===== config.mk =====
export PLATFORM = sky130hd
export DESIGN_NAME = contact_speed_select
export DESIGN_NICKNAME = d
export VERILOG_FILES = /design/src/include/css_pkg.sv /design/src/hdl/contact_speed_select.sv /design/src/hdl/contact_sync.sv
export VERILOG_INCLUDE_DIRS = /design/src /design/src/include
export SDC_FILE = /design/constraint.sdc
export NUM_CORES = 1
export LEC_CHECK = 0
export BUFFER_PORTS_ARGS = -buffer_cell sky130_fd_sc_hd__buf_2
export CORE_MARGIN = 2
export CORE_UTILIZATION = 28
export CTS_CLUSTER_SIZE = 10
export DETAILED_ROUTE_END_ITERATION = 8
export GPL_TIMING_DRIVEN = 0
export HOLD_SLACK_MARGIN = 0.15
export SETUP_SLACK_MARGIN = 0.15
export SLEW_MARGIN = 30
export SYNTH_ARGS = -nofsm -noshare
export SYNTH_HDL_FRONTEND = slang
export SYNTH_SLANG_ARGS = --single-unit

===== constraint.sdc =====
create_clock -name clk_sys -period 10.2 [get_ports clk_sys]
set_clock_uncertainty 0.05 [all_clocks]
set_input_delay 2.04 -clock clk_sys [delete_from_list [all_inputs] [get_ports clk_sys]]
set_output_delay 2.04 -clock clk_sys [all_outputs]
set_load 0.05 [all_outputs]

===== src/include/css_defines.svh =====
/*
 offsets, field positions, reset values and timing counts of the
 contact speed selection block; assumes inclusion by bare name only
*/
`ifndef CSS_DEFINES_SVH
`define CSS_DEFINES_SVH

// register byte offsets on the apb bus
`define CSS_OFS_FUNC_SW      8'h00
`define CSS_OFS_MODE_SW      8'h04
`define CSS_OFS_FIRST_PRESET_SPEED       8'h08
`define CSS_OFS_SECOND_PRESET_SPEED       8'h0c
`define CSS_OFS_THIRD_PRESET_SPEED       8'h10
`define CSS_OFS_ACCEL        8'h14
`define CSS_OFS_DECEL        8'h18
`define CSS_OFS_MONITOR      8'h1c
`define CSS_OFS_STATUS       8'h20

// field positions
`define CSS_FUNC_CONTACT_EN  2
`define CSS_MODE_BIT_A       10
`define CSS_MODE_BIT_B       11
`define CSS_MODE_BIT_F       15
`define CSS_MON_DIR          6
`define CSS_MON_SEL_LO       7
`define CSS_MON_SEL_HI       8
`define CSS_STAT_REVERSE     16
`define CSS_STAT_MODE_LO     18
`define CSS_STAT_RAMPING     21

// reset values
`define CSS_RST_FUNC_SW      16'h0000
`define CSS_RST_MODE_SW      16'h0000
`define CSS_RST_FIRST_PRESET_SPEED       16'h0064
`define CSS_RST_SECOND_PRESET_SPEED       16'h00c8
`define CSS_RST_THIRD_PRESET_SPEED       16'h012c
`define CSS_RST_ACCEL        14'h0000
`define CSS_RST_DECEL        14'h0000

// limits and timing
`define CSS_MAX_SPEED_RPM    4500
`define CSS_RAMP_MAX_MS      14'h2710
`define CSS_CLK_PERIOD_NS    100
`define CSS_MS_IN_NS         1000000
`define CSS_CLK_PER_MS       (`CSS_MS_IN_NS / `CSS_CLK_PERIOD_NS)

`endif


===== src/include/css_pkg.sv =====
/*
 types shared by the contact speed selection block;
 assumes css_defines.svh holds every number
*/
`default_nettype none

package css_pkg;

	typedef enum logic [2:0] {
		REF_STANDARD = 3'b000,
		REF_PRESET   = 3'b001,
		REF_STOP     = 3'b010,
		REF_CLAMP    = 3'b011,
		REF_ANALOG   = 3'b100,
		REF_PULSE    = 3'b101
	} ref_mode_type;

	typedef logic signed [15:0] speed_type;

endpackage

`default_nettype wire


===== src/hdl/contact_speed_select.sv =====
/*
 contact input preset speed selection with soft start ramps,
 registers on an apb slave.
 assumes active-low contact pins from a switch panel, one 10 mhz clock,
 and downstream speed, clamp and pulse logic that obey refMode.
*/
// The address map and the APB interface to the registers were left to the implementer.
// Operation
// - contact speed control active only while function switch bit 2 is 1
// - when disabled, direction contact picks p control, selects are torque limits
// - when enabled, direction contact off runs forward, on runs reverse
// - selects 01 first, 11 second, 10 third, 00 stop path
// - three preset speeds, zero to maximum, reset to 100, 200, 300
// - position variant, both off: stop if bit f is 0, pulse if 1
// - reference pulse blocking has no effect while contact control enabled
// - acceleration ramp time in ms, 0 to 10000, covers zero to maximum
// - deceleration ramp time in ms, 0 to 10000, covers maximum to zero
// - both ramp times zero pass the command straight through
// - stepwise speed changes are softened at programmed rates
// - position variant ramps only under contact control, never pulse reference
// - monitor bits 7 and 8 change meaning with the enable bit
// - don't-care mode bits and inputs never alter the selected speed
// - speed variant keeps analog reference usable through mode bits a and b
// - contact change reaches the selection within 6 ms
`timescale 1ns/1ps
`default_nettype none
`include "css_defines.svh"

module contact_speed_select
	import css_pkg::*;
#(
	parameter bit POSITION_VARIANT = 1'b0,
	parameter int MAX_SPEED_RPM    = `CSS_MAX_SPEED_RPM,
	parameter int CLK_PER_MS       = `CSS_CLK_PER_MS
) (
	// clock and reset
	input  wire logic         clk_sys,
	input  wire logic         rst,
	// apb slave
	input  wire logic [7:0]   paddr,
	input  wire logic         psel,
	input  wire logic         penable,
	input  wire logic         pwrite,
	input  wire logic [31:0]  pwdata,
	output var  logic [31:0]  prdata,
	output var  logic         pready,
	output var  logic         pslverr,
	// contact pins, low level means on
	input  wire logic         directionSelectInputN,
	input  wire logic         speedSelectFirstInputN,
	input  wire logic         speedSelectSecondInputN,
	input  wire logic         referenceBlockInputN,
	// drive side
	output var  speed_type    speedCommand,
	output var  logic         reverseRun,
	output var  logic         propControl,
	output var  logic         fwdTorqueLimit,
	output var  logic         revTorqueLimit,
	output var  ref_mode_type refMode,
	output var  logic         referenceBlock,
	output var  logic         rampBusy
);

	typedef struct packed {
		logic [15:0]  funcSw;
		logic [15:0]  modeSw;
		logic [15:0]  first_preset_speed;
		logic [15:0]  second_preset_speed;
		logic [15:0]  third_preset_speed;
		logic [13:0]  accelMs;
		logic [13:0]  decelMs;
		speed_type    cmd;
		logic [31:0]  acc;
		logic         reverse;
		logic         pCtl;
		logic         fTl;
		logic         rTl;
		logic         refBlk;
		ref_mode_type mode;
		logic [31:0]  rdata;
	} state_type;

	state_type q;
	state_type d;

	logic [3:0]  pinSync;
	logic        dirOn;
	logic        sel1On;
	logic        sel2On;
	logic        blkOn;
	logic        enable;
	logic        hit;
	logic        wrEn;
	logic        rdSetup;
	logic        applyRamp;
	logic        up;
	logic        decel;
	logic [15:0] mag;
	logic [13:0] rampMs;
	logic [31:0] thr;
	logic [31:0] sum;
	logic [31:0] rdVal;
	speed_type   target;

	// contacts are asynchronous to clk_sys
	contact_sync #(
		.WIDTH(4)
	) u_sync (
		.clk_sys (clk_sys),
		.rst     (rst),
		.pinIn   ({referenceBlockInputN, speedSelectSecondInputN,
			speedSelectFirstInputN, directionSelectInputN}),
		.pinSync (pinSync)
	);

	assign dirOn  = ~pinSync[0];
	assign sel1On = ~pinSync[1];
	assign sel2On = ~pinSync[2];
	assign blkOn  = ~pinSync[3];
	assign enable = q.funcSw[`CSS_FUNC_CONTACT_EN];

	// apb decode: zero wait state, read data captured in the setup cycle
	always_comb begin
		case (paddr)
			`CSS_OFS_FUNC_SW,
			`CSS_OFS_MODE_SW,
			`CSS_OFS_FIRST_PRESET_SPEED,
			`CSS_OFS_SECOND_PRESET_SPEED,
			`CSS_OFS_THIRD_PRESET_SPEED,
			`CSS_OFS_ACCEL,
			`CSS_OFS_DECEL,
			`CSS_OFS_MONITOR,
			`CSS_OFS_STATUS: hit = 1'b1;
			default:         hit = 1'b0;
		endcase
	end

	assign pready  = 1'b1;
	assign pslverr = psel & penable & ~hit;
	assign wrEn    = psel & penable & pwrite & hit;
	assign rdSetup = psel & ~penable & ~pwrite;

	// read mux
	always_comb begin
		rdVal = 32'h0000_0000;
		case (paddr)
			`CSS_OFS_FUNC_SW: rdVal[15:0] = q.funcSw;
			`CSS_OFS_MODE_SW: rdVal[15:0] = q.modeSw;
			`CSS_OFS_FIRST_PRESET_SPEED:  rdVal[15:0] = q.first_preset_speed;
			`CSS_OFS_SECOND_PRESET_SPEED:  rdVal[15:0] = q.second_preset_speed;
			`CSS_OFS_THIRD_PRESET_SPEED:  rdVal[15:0] = q.third_preset_speed;
			`CSS_OFS_ACCEL:   rdVal[13:0] = q.accelMs;
			`CSS_OFS_DECEL:   rdVal[13:0] = q.decelMs;
			`CSS_OFS_MONITOR: begin
				rdVal[`CSS_MON_DIR] = dirOn;
				// enabled: speed selects; disabled: torque limit inputs
				if (enable) begin
					rdVal[`CSS_MON_SEL_LO] = sel1On;
					rdVal[`CSS_MON_SEL_HI] = sel2On;
				end else begin
					rdVal[`CSS_MON_SEL_LO] = q.fTl;
					rdVal[`CSS_MON_SEL_HI] = q.rTl;
				end
			end
			`CSS_OFS_STATUS: begin
				rdVal[15:0] = q.cmd;
				rdVal[`CSS_STAT_REVERSE] = q.reverse;
				rdVal[`CSS_STAT_MODE_LO +: 3] = q.mode;
				rdVal[`CSS_STAT_RAMPING] = (q.cmd != target);
			end
			default: rdVal = 32'h0000_0000;
		endcase
	end

	// selection of the reference path
	always_comb begin
		d       = q;
		mag     = 16'h0000;
		d.pCtl  = 1'b0;
		d.fTl   = 1'b0;
		d.rTl   = 1'b0;
		d.refBlk = 1'b0;
		if (!enable) begin
			d.mode    = REF_STANDARD;
			d.reverse = 1'b0;
			d.pCtl    = dirOn;
			d.fTl     = sel1On;
			d.rTl     = sel2On;
			d.refBlk  = POSITION_VARIANT & blkOn;
		end else begin
			d.reverse = dirOn;
			// blocking input ignored while enabled
			// only the rows named below matter; the rest are don't care
			case ({sel1On, sel2On})
				2'b01: begin
					d.mode = REF_PRESET;
					mag    = q.first_preset_speed;
				end
				2'b11: begin
					d.mode = REF_PRESET;
					mag    = q.second_preset_speed;
				end
				2'b10: begin
					d.mode = REF_PRESET;
					mag    = q.third_preset_speed;
				end
				default: begin
					if (POSITION_VARIANT) begin
						if (q.modeSw[`CSS_MODE_BIT_F]) begin
							d.mode = REF_PULSE;
						end else begin
							d.mode = REF_STOP;
						end
					end else if (q.modeSw[`CSS_MODE_BIT_B]) begin
						d.mode = REF_ANALOG;
					end else if (q.modeSw[`CSS_MODE_BIT_A]) begin
						d.mode = REF_CLAMP;
					end else begin
						d.mode = REF_STOP;
					end
				end
			endcase
		end
		if (d.reverse) begin
			target = speed_type'(16'h0000 - mag);
		end else begin
			target = speed_type'(mag);
		end

		// soft start ramp, one 1 r/min step whenever the accumulator overflows
		applyRamp = POSITION_VARIANT ? (d.mode == REF_PRESET) : 1'b1;
		up    = (target > q.cmd);
		decel = (q.cmd > 0 && !up) || (q.cmd < 0 && up);
		rampMs = decel ? q.decelMs : q.accelMs;
		thr   = 32'(rampMs) * 32'(CLK_PER_MS);
		sum   = q.acc + 32'(MAX_SPEED_RPM);
		if (!applyRamp || q.cmd == target) begin
			d.cmd = applyRamp ? q.cmd : target;
			d.acc = 32'h0000_0000;
		end else if (rampMs == 14'h0000) begin
			d.cmd = target;
			d.acc = 32'h0000_0000;
		end else if (sum >= thr) begin
			// maximum speed per ramp time, spread over clocks
			d.acc = sum - thr;
			d.cmd = up ? speed_type'(q.cmd + 16'sd1) : speed_type'(q.cmd - 16'sd1);
		end else begin
			d.acc = sum;
		end

		// register writes, values above range are clamped
		if (wrEn) begin
			case (paddr)
				`CSS_OFS_FUNC_SW: d.funcSw = pwdata[15:0];
				`CSS_OFS_MODE_SW: d.modeSw = pwdata[15:0];
				`CSS_OFS_FIRST_PRESET_SPEED: begin
					d.first_preset_speed = (pwdata[15:0] > 16'(MAX_SPEED_RPM)) ?
						16'(MAX_SPEED_RPM) : pwdata[15:0];
				end
				`CSS_OFS_SECOND_PRESET_SPEED: begin
					d.second_preset_speed = (pwdata[15:0] > 16'(MAX_SPEED_RPM)) ?
						16'(MAX_SPEED_RPM) : pwdata[15:0];
				end
				`CSS_OFS_THIRD_PRESET_SPEED: begin
					d.third_preset_speed = (pwdata[15:0] > 16'(MAX_SPEED_RPM)) ?
						16'(MAX_SPEED_RPM) : pwdata[15:0];
				end
				`CSS_OFS_ACCEL: begin
					d.accelMs = (pwdata[15:0] > 16'(`CSS_RAMP_MAX_MS)) ?
						`CSS_RAMP_MAX_MS : pwdata[13:0];
				end
				`CSS_OFS_DECEL: begin
					d.decelMs = (pwdata[15:0] > 16'(`CSS_RAMP_MAX_MS)) ?
						`CSS_RAMP_MAX_MS : pwdata[13:0];
				end
				default: d.rdata = q.rdata;
			endcase
		end
		if (rdSetup) begin
			d.rdata = rdVal;
		end
	end

	always_ff @(posedge clk_sys) begin
		if (rst) begin
			q         <= '0;
			q.funcSw  <= `CSS_RST_FUNC_SW;
			q.modeSw  <= `CSS_RST_MODE_SW;
			q.first_preset_speed  <= `CSS_RST_FIRST_PRESET_SPEED;
			q.second_preset_speed  <= `CSS_RST_SECOND_PRESET_SPEED;
			q.third_preset_speed  <= `CSS_RST_THIRD_PRESET_SPEED;
			q.accelMs <= `CSS_RST_ACCEL;
			q.decelMs <= `CSS_RST_DECEL;
			q.mode    <= REF_STANDARD;
		end else begin
			q <= d;
		end
	end

	assign prdata         = q.rdata;
	assign speedCommand   = q.cmd;
	assign reverseRun     = q.reverse;
	assign propControl    = q.pCtl;
	assign fwdTorqueLimit = q.fTl;
	assign revTorqueLimit = q.rTl;
	assign refMode        = q.mode;
	assign referenceBlock = q.refBlk;
	assign rampBusy       = (q.cmd != target);

endmodule

`default_nettype wire


===== src/hdl/contact_sync.sv =====
/*
 two-stage synchroniser for the contact pins;
 assumes asynchronous pins and one clock, clk_sys
*/
`timescale 1ns/1ps
`default_nettype none

module contact_sync #(
	parameter int WIDTH = 4
) (
	// clock and reset
	input  wire logic             clk_sys,
	input  wire logic             rst,
	// raw pins and synchronised levels
	input  wire logic [WIDTH-1:0] pinIn,
	output var  logic [WIDTH-1:0] pinSync
);

	typedef struct packed {
		logic [WIDTH-1:0] stage1;
		logic [WIDTH-1:0] stage2;
	} sync_state_type;

	sync_state_type q;
	sync_state_type d;

	// stage1 is read by stage2 only
	always_comb begin
		d        = q;
		d.stage1 = pinIn;
		d.stage2 = q.stage1;
	end

	// idle contacts read high (off) so reset releases into a quiet state
	always_ff @(posedge clk_sys) begin
		if (rst) begin
			q <= '{stage1: '1, stage2: '1};
		end else begin
			q <= d;
		end
	end

	assign pinSync = q.stage2;

endmodule

`default_nettype wire


==> metrics.txt, run 1 <==
crit end category flip-flop; HPWL after DPL 38600 um; number of synthesized register bits 188; placed cell count around 2500; top sig layer met4; DR WL met2 ~23000 um; Nets 2155; # DRC 0; Die Ht 229 um; Clock Sinks around 190; Hold Vio Cnt, Final 0; Root Buffer clkbuf_16; Vias per Instance 5.35; Overflow after GRT 0; Pwr Density around 320 mW/mm^2; Final Critical Period 10630 ps; WL final between 50000 and 60000 um; Pleak 7.34 nW; GRT Util Overall 19.1%; cell row count 82; depth of the CTS H-tree 4; worst min path class flip-flop to flip-flop; maximum clock rate 0.0941 GHz; via count 14100; clk slew on worst S/H paths 80 ps; Post-synth EDFFs 0; vias in the first global route roughly 14000; Num CTS Buffers 17; failing checks negative setup slack; Post-Route M1 WL between 20000 and 25000 um; CORE AREA 0.0501 sq mm; worst-margin pin slew 984 ps; mean post-synth cell area 7.98 sq um; Horiz. Die Dim 229 um; RSZ-0062 raised after global routing true; final-layout fill cell count 5234; Clk Latency, worst-skew pair 470 ps; startpoint types flip-flop; Ys Warns 0; fin cells around 2600; setup ws final -427 ps; Util after Layout 35.4%; area added between synthesis and finish 25.2%; antenna-violating nets left 0; Port Buf Inserts 73; Worst EP required 10520 ps; crit path max fanout 6; Top-Level Pins approximately 110; CP arrival about 11000 ps; period utilization 104%; max_slew headroom between 30% and 40%; initial core utilization 28.3%; Inserted Diodes 0; DRT Pass-1 Iters 6; Mapped Cells 1774; Clock Tree Buf Depth 2; Post-synth top flop dfxtp_1; maxcap violations 0; Final setup viols 44; Met3 Wirelength 3660 um; DIE AREA 0.0524 sq mm; Wirelength per Cell 19.6 um; initial antenna violation count 0; RePlAce Congestion 0.992; drt first-iter violations 1330; TritonCTS clock tree built; largest net degree at the start of global routing 20; Peak VDD IR 0.315 mV; ys async rst share 0%; CP peak stage delay 540 ps; setup tns final -11380 ps; first-pass GRT wire length 78800 um; delay-heaviest family, CP simple AND/OR/NAND/NOR gates; share of the yosys chip area belonging to registers a little over a quarter; Yosys cell types slightly below 80; multi-input logic area 0.0101 sq mm; Fin Hold WS around 390 ps; CP Buf/Inv Count 9; CP max stage cell fa_1; Post-Syn Area around 0.014 sq mm; final max-slew violation count 0; Worst Setup Path Type flip-flop to flip-flop; share of layout cells above drive strength 1 between 20% and 30%; register area 0.00376 sq mm; run status finished with violations; Setup WS pre-CTS -1990 ps
cell usage in the layout (no fill, tap or decap), drive strengths merged, types with 28 or more instances in the layout:
cell type / Yosys / final
nor2: 127 / 127
a21oi: 156 / 156
inv: 106 / 112
ha: 126 / 126
o21ai: 65 / 65
nor3: 38 / 38
fa: 30 / 30
nand2: 223 / 223
buf: 75 / 217
a211oi: 39 / 39
clkbuf: 67 / 88
nand3: 67 / 67
dfxtp: 188 / 188
xor2: 31 / 31
mux2i: 40 / 40
xnor2: 52 / 52
a31oi: 28 / 28
path summary, 6_finish.rpt:
check / start / endpoint / slack (ps) / cells after the start
setup / recovery: u_sync.pinSync[1]$_SDFF_PP1_ / speedCommand[4]$_SDFFE_PP0P_ / -430 / 47
hold / removal: u_sync.d[0]$_SDFF_PP1_ / u_sync.pinSync[0]$_SDFF_PP1_ / 390 / 1
setup reg to reg: u_sync.pinSync[1]$_SDFF_PP1_ / speedCommand[4]$_SDFFE_PP0P_ / -430 / 47
hold reg to reg: u_sync.d[0]$_SDFF_PP1_ / u_sync.pinSync[0]$_SDFF_PP1_ / 390 / 1
final cells by class:
cell class | count | share of cell area, %
tap | 672 | 4.74
sequential | 188 | 21.2
clock inverter | 15 | 1.01
inverter | 106 | 2.25
timing repair buffer | 146 | 5.88
multi-input combinational | 1349 | 57.2
buffer | 142 | 5.26
clock buffer | 17 | 2.40
worst reg2reg max path, delay by kind of cell (launching register included):
kind / cells / cell delay [ps]
buffers and inverters: 9 / 1000
xor gates and xnor gates: 2 / 330
DFF: 1 / 340
muxes: 2 / 580
adders and majority gates: 8 / 2970
and+or+nand+nor: 14 / 3120
AOI/OAI and AO/OA: 12 / 2180
per-stage QoR:
stage	power, W	area (sq um)
6_report	0.00566	17700
5_1_grt	0.00597	17700
4_1_cts	0.00496	17100
3_5_place_dp	0.00350	15500
3_3_place_gp	0.00346	15400
2_1_floorplan	0.00284	14200
registers in the layout (all words and copies together) (netlist names), 3 cells and up:
name	cells
prdata	21
q	137
refMode	3
speedCommand	16
u_sync.d	3
u_sync.pinSync	3
layer usage:
metal	vias up	GRT usage, %
li1	6612	-
met1	6868	26.5
met2	537	30.8
met3	89	2.48
met4	0	6.13
met5	-	0
cells in the mapped netlist (40+ instances only):
library cell	instances	area, sq um
nand3_1	67	335
buf_4	58	435
xnor2_1	51	447
dfxtp_1	188	3760
clkbuf_1	67	251
a21oi_1	156	781
ha_1	126	1580
o21ai_0	53	265
nor2_1	127	477
inv_1	106	398
mux2i_1	40	400
nand2_1	222	833
logic make-up (layout without fill, tap and decap cells):
group                      Yosys count  after routing  share of synthesized area [%]
muxes                               53             53                           3.86
xor gates and xnor gates            83             83                           5.19
DFF                                188            188                           26.6
adders and majority gates          156            156                           15.4
buffers and inverters              248            426                           8.18
AOI/OAI and AO/OA                  439            439                           20.4
other                                2             13                         0.0531
and+or+nand+nor                    605            605                           20.3
power breakdown:
part	leakage (nW)	total, W	internal [W]	switching [W]
Combinational	5.53	0.00407	0.00191	0.00216
Sequential	1.52	0.000883	0.000798	0.0000852
Clock	0.295	0.000705	0.000352	0.000353
what timing repair did:
action,CTS,global route
cloned,4,2
endpoints found under the setup margin,44,44
pin swaps,60,61
buffers inserted,48,18
hold buffers,0,0
resized for setup,136,86
No activity file was read; power rests on OpenSTA's default activity.
==> run 2, diff against run 1 <==
- REMOVE_ABC_BUFFERS: default -> 1
==> metrics.txt, run 2 (same netlist as run 1, synthesis figures left out) <==
RePlAce Congestion 0.903; crit path max fanout 6; CP max stage cell o21ai_0; worst flop-to-flop path startpoint u_sync.pinSync[1]$_SDFF_PP1_; final max-slew violation count 0; CP arrival about 11000 ps; hold depth 1; fin cells around 2500; first-pass GRT wire length 70800 um; max_slew headroom 25.4%; DRT Pass-1 Iters 6; delay-heaviest family, CP compound AO/OA/AOI/OAI gates; Die Ht 229 um; RR Endpoint speedCommand[8]$_SDFFE_PP0P_; Overflow after GRT 0; crit end category flip-flop; RSZ-0062 raised after global routing true; maxcap violations 0; internal reg-to-reg setup slack -370 ps; Setup WS pre-CTS -3650 ps; final-layout fill cell count 5180; failing checks negative setup slack; most common cell after layout, fill and taps aside nand2_1; Largest Register q; initial core utilization 28.3%; Hold Vio Cnt, Final 0; Clk Latency, worst-skew pair 470 ps; CP peak stage delay 580 ps; Worst Setup Path Type flip-flop to flip-flop; Worst EP required 10540 ps; initial antenna violation count 1; Vias per Instance around 5.4; TritonCTS clock tree built; GRT Util Overall 16.8%; Horiz. Die Dim 229 um; Power Total 0.00577 W; CORE AREA 0.0501 sq mm; drt first-iter violations roughly 1300; CP Buf/Inv Count 8; placed cell count 2403; Pwr Density 336 mW/mm^2; DIE AREA 0.0524 sq mm; setup ws final -368 ps; Worst Hold Path EP u_sync.pinSync[2]$_SDFF_PP1_; Root Buffer clkbuf_16; Nets around 2100; Inserted Diodes 0; Clock Sinks 188; clk slew on worst S/H paths about 80 ps; cells on worst reg2reg path 43; max reg flops 137; Util after Layout 34.2%; cell row count 82; # DRC 0; worst-margin pin slew between 1000 and 1500 ps; area added between synthesis and finish 21.1%; vias in the first global route 12900; Port Buf Inserts 77; Wirelength per Cell 18.3 um; depth of the CTS H-tree 4; startpoint types flip-flop; Clock Tree Buf Depth 2; antenna-violating nets left 0; worst min path class flip-flop to flip-flop; commonest cells after routing, fill and taps aside nand2_1 (208), dfxtp_1 (185), a21oi_1 (142), nor2_1 (121), ha_1 (114); period utilization 104%; maximum clock rate 0.0946 GHz; Num CTS Buffers 17; min-delay src u_sync.d[2]$_SDFF_PP1_; Top-Level Pins 108; WL final 46300 um; Pleak 7.04 nW; Final setup viols 37; share of layout cells above drive strength 1 a little over a fifth; setup tns final -6630 ps; via count 13700; run status finished with violations; HPWL after DPL ~31000 um; Peak VDD IR 0.300 mV; Final Critical Period 10570 ps; largest net degree at the start of global routing about 110
run 2: changes by cell type in the layout (fill, tap and decap cells not counted), moves of 4 or more:
| cell | previous run | this run |
|---|---|---|
| clkbuf_1 | 60 | 1 |
| buf_4 | 112 | 73 |
| buf_1 | 6 | 0 |
| buf_6 | 11 | 17 |
| mux2_2 | 11 | 5 |
| mux2_4 | 2 | 8 |
| buf_2 | 76 | 80 |
| clkbuf_4 | 4 | 0 |
| o21ai_0 | 46 | 50 |
| xor2_1 | 27 | 31 |
| xor2_2 | 4 | 0 |
run 2: area by class of cell:
class / count / area (sq um) / share of cell area (%)
sequential: 188 / 3770 / 22.0
tap: 672 / 841 / 4.91
timing repair inverter: 1 / 5.00 / 0.0292
clock buffer: 18 / 429 / 2.50
multi-input combinational: 1354 / 10100 / 59.0
inverter: 106 / 402 / 2.34
timing repair buffer: 184 / 1430 / 8.31
clock inverter: 14 / 146 / 0.854
run 2: worst max path at each step:
| stage | start | slack [ps] | endpoint | cells after the start |
|---|---|---|---|---|
| 2_1_floorplan | u_sync.pinSync[1]$_SDFF_PP1_ | -1290 | speedCommand[5]$_SDFFE_PP0P_ | 42 |
| 3_3_place_gp | u_sync.pinSync[2]$_SDFF_PP1_ | -4660 | speedCommand[10]$_SDFFE_PP0P_ | 42 |
| 3_5_place_dp | u_sync.pinSync[2]$_SDFF_PP1_ | -3650 | speedCommand[3]$_SDFFE_PP0P_ | 42 |
| 4_1_cts | u_sync.pinSync[1]$_SDFF_PP1_ | -60 | speedCommand[4]$_SDFFE_PP0P_ | 45 |
| 5_1_grt | u_sync.pinSync[1]$_SDFF_PP1_ | -620 | speedCommand[5]$_SDFFE_PP0P_ | 44 |
| 6_report | u_sync.pinSync[1]$_SDFF_PP1_ | -370 | speedCommand[8]$_SDFFE_PP0P_ | 43 |
run 2: stage by stage:
| stage | cell area, sq um | hold WS, ps |
|---|---|---|
| after floorplan | 13400 | 339 |
| after global placement | 14700 | 343 |
| after detailed placement | 14900 | 344 |
| after CTS | 16600 | 363 |
| after global routing | 17100 | 383 |
| final | 17100 | 364 |
run 2: power by group:
part	switching, W	internal [W]	total [W]
logic	0.00227	0.00194	0.00421
registers	0.0000884	0.000797	0.000886
clock network	0.000343	0.000327	0.000670
total	0.00270	0.00307	0.00577
run 2: layer usage:
metal	global-route usage [%]	up-vias	routed length, um
li1	-	6426	-
met1	21.9	6576	19700
met2	27.8	574	21600
met3	2.63	107	3260
met4	6.78	0	1790
met5	0	-	0
run 2: worst reg2reg max path: cells and delay by family, from the launching register on:
kind                     cells  cell delay (ps)
adder cells (fa/ha/maj)      8             2760
AND/OR/NAND/NOR             11             2750
AO/OA/AOI/OAI               12             2790
multiplexers                 2              430
flip-flops                   1              390
buffers and inverters        8             1000
XOR/XNOR                     2              320
run 2: repair_timing:
item                                    4_1_cts  5_1_grt
endpoints found under the setup margin       44       44
setup buffers                                74       21
cloned                                        3        4
gates resized for setup                      97       88
pin swaps                                    72       29
hold buffers                                  0        0
==> run 3, diff against run 2 <==
- CORE_MARGIN: 2 -> 5
- clock period: 10.2 -> 13.1 ns (I/O delays scaled with it)
==> metrics.txt, run 3 (same netlist as run 1, synthesis figures left out) <==
run status finished, final reports clean; RePlAce Congestion about 0.9; RSZ-0062 raised after global routing false; CORE AREA between 0.05 and 0.06 sq mm; Largest Register q; CP arrival 12550 ps; commonest cells after routing, fill and taps aside nand2_1 (221), dfxtp_1 (185), a21oi_1 (156), nor2_1 (126), ha_1 (126); Worst EP required 13440 ps; HPWL after DPL 31300 um; Inserted Diodes 0; maximum clock rate 0.0819 GHz; Pwr Density 206 mW/mm^2; Die Ht 235 um; Worst Hold Path EP u_sync.pinSync[1]$_SDFF_PP1_; startpoint types flip-flop; final-layout fill cell count between 5000 and 6000; Num CTS Buffers 17; Wirelength per Cell 17.6 um; Hold Vio Cnt, Final 0; TritonCTS clock tree built; delay-heaviest family, CP simple AND/OR/NAND/NOR gates; via count 13000; cells on worst reg2reg path 44; crit path max fanout 32; multi-input logic area 0.00940 sq mm; max reg flops between 100 and 150; crit end category flip-flop; max_slew headroom 37.5%; area added between synthesis and finish 10.1%; hold depth 1; CP max stage cell dfxtp_2; final max-slew violation count 0; WL final 42900 um; worst flop-to-flop path startpoint u_sync.pinSync[2]$_SDFF_PP1_; Horiz. Die Dim around 230 um; period utilization 93.2%; Worst Setup Path Type flip-flop to flip-flop; setup ws final 894 ps; depth of the CTS H-tree 4; drt first-iter violations 1150; cell row count 82; Port Buf Inserts 77; Nets 1961; # hold bufs at CTS 0; initial core utilization 28.3%; worst-margin pin slew between 900 and 1000 ps; clk slew on worst S/H paths roughly 80 ps; Clk Latency, worst-skew pair 470 ps; Vias per Instance roughly 5.3; Clock Sinks 188; Final setup viols 0; DRT Pass-1 Iters 7; Pleak approximately 6.4 nW; antenna-violating nets left 0; most frequent CP cell ha_1; min-delay src u_sync.d[1]$_SDFF_PP1_; # DRC 0; share of layout cells above drive strength 1 11.0%; vias in the first global route 12600; RR Endpoint speedCommand[3]$_SDFFE_PP0P_; GRT Util Overall 14.8%; maxcap violations 0; Root Buffer clkbuf_16; first-pass GRT wire length 67800 um; internal reg-to-reg setup slack 890 ps; CP peak stage delay 650 ps; Setup WS pre-CTS -813 ps; Power Total about 0.0032 W; Clock Tree Buf Depth 2; DIE AREA 0.0552 sq mm; most common cell after layout, fill and taps aside nand2_1; initial antenna violation count 0; Overflow after GRT 0; Peak VDD IR approximately 0.26 mV; Final Critical Period between 10000 and 15000 ps; CP Buf/Inv Count 6; register area roughly 0.0038 sq mm; Top-Level Pins 108; largest net degree at the start of global routing 108; worst min path class flip-flop to flip-flop
[run 3: changes by cell type in the layout (fill, tap and decap cells not counted), moves of 10 or more]
| cell | delta |
|---|---|
| buf_4 | -66 |
| a21oi_1 | +14 |
| a21oi_2 | -14 |
| buf_6 | -14 |
| nand2_1 | +13 |
| ha_1 | +12 |
| ha_4 | -10 |
[run 3: area by class of cell]
class | instances | share of cell area (%)
timing repair inverter | 1 | 0.0321
tap | 672 | 5.40
clock buffer | 18 | 2.82
clock inverter | 14 | 1.08
multi-input combinational | 1349 | 60.3
timing repair buffer | 93 | 3.57
inverter | 106 | 2.58
sequential | 188 | 24.2
[run 3: timing repair]
item / in CTS / in global routing
resized for setup: 7 / 7
setup buffers: 0 / 5
setup endpoints to repair: 44 / 44
gates cloned: 0 / 1
pin swaps: 0 / 1
[run 3: power by group]
group / switching (W) / total [W] / internal, W
Combinational: 0.00121 / 0.00198 / 0.000775
Sequential: 0.0000671 / 0.000688 / 0.000621
Clock: 0.000277 / 0.000540 / 0.000263
Total: 0.00155 / 0.00321 / 0.00166
[run 3: how the worst max path moves through the flow]
stage / slack, ps / from / cells past startpoint / end
floorplan: 1610 / u_sync.pinSync[1]$_SDFF_PP1_ / 42 / speedCommand[5]$_SDFFE_PP0P_
global placement: -1830 / u_sync.pinSync[2]$_SDFF_PP1_ / 42 / speedCommand[10]$_SDFFE_PP0P_
detailed placement: -810 / u_sync.pinSync[2]$_SDFF_PP1_ / 42 / speedCommand[3]$_SDFFE_PP0P_
CTS: 180 / u_sync.pinSync[2]$_SDFF_PP1_ / 42 / speedCommand[3]$_SDFFE_PP0P_
global route: 220 / u_sync.pinSync[1]$_SDFF_PP1_ / 44 / speedCommand[3]$_SDFFE_PP0P_
finish: 890 / u_sync.pinSync[2]$_SDFF_PP1_ / 44 / speedCommand[3]$_SDFFE_PP0P_
[run 3: metal layers]
layer	share of wire, %	up-vias	global-route usage, %	routed length, um
met4	3.0	0	5.15	1300
met1	43	6288	19.1	18500
li1	-	6224	-	-
met3	6.0	74	2.52	2590
met5	0	-	0	0
met2	48	445	25.2	20500
[run 3: stage by stage]
stage / hold WS [ps] / utilization (%) / setup TNS, ps / instance area [sq um] / std cells
after CTS: 363 / 31.0 / 0 / 15500 / 2435
after floorplan: 339 / - / 0 / 13400 / 1643
final: 363 / 31.1 / 0 / 15600 / 2441
after detailed placement: 343 / 29.7 / -17410 / 14900 / 2403
after global routing: 393 / 31.1 / 0 / 15600 / 2441
after global placement: 343 / 29.3 / -54130 / 14700 / 2392
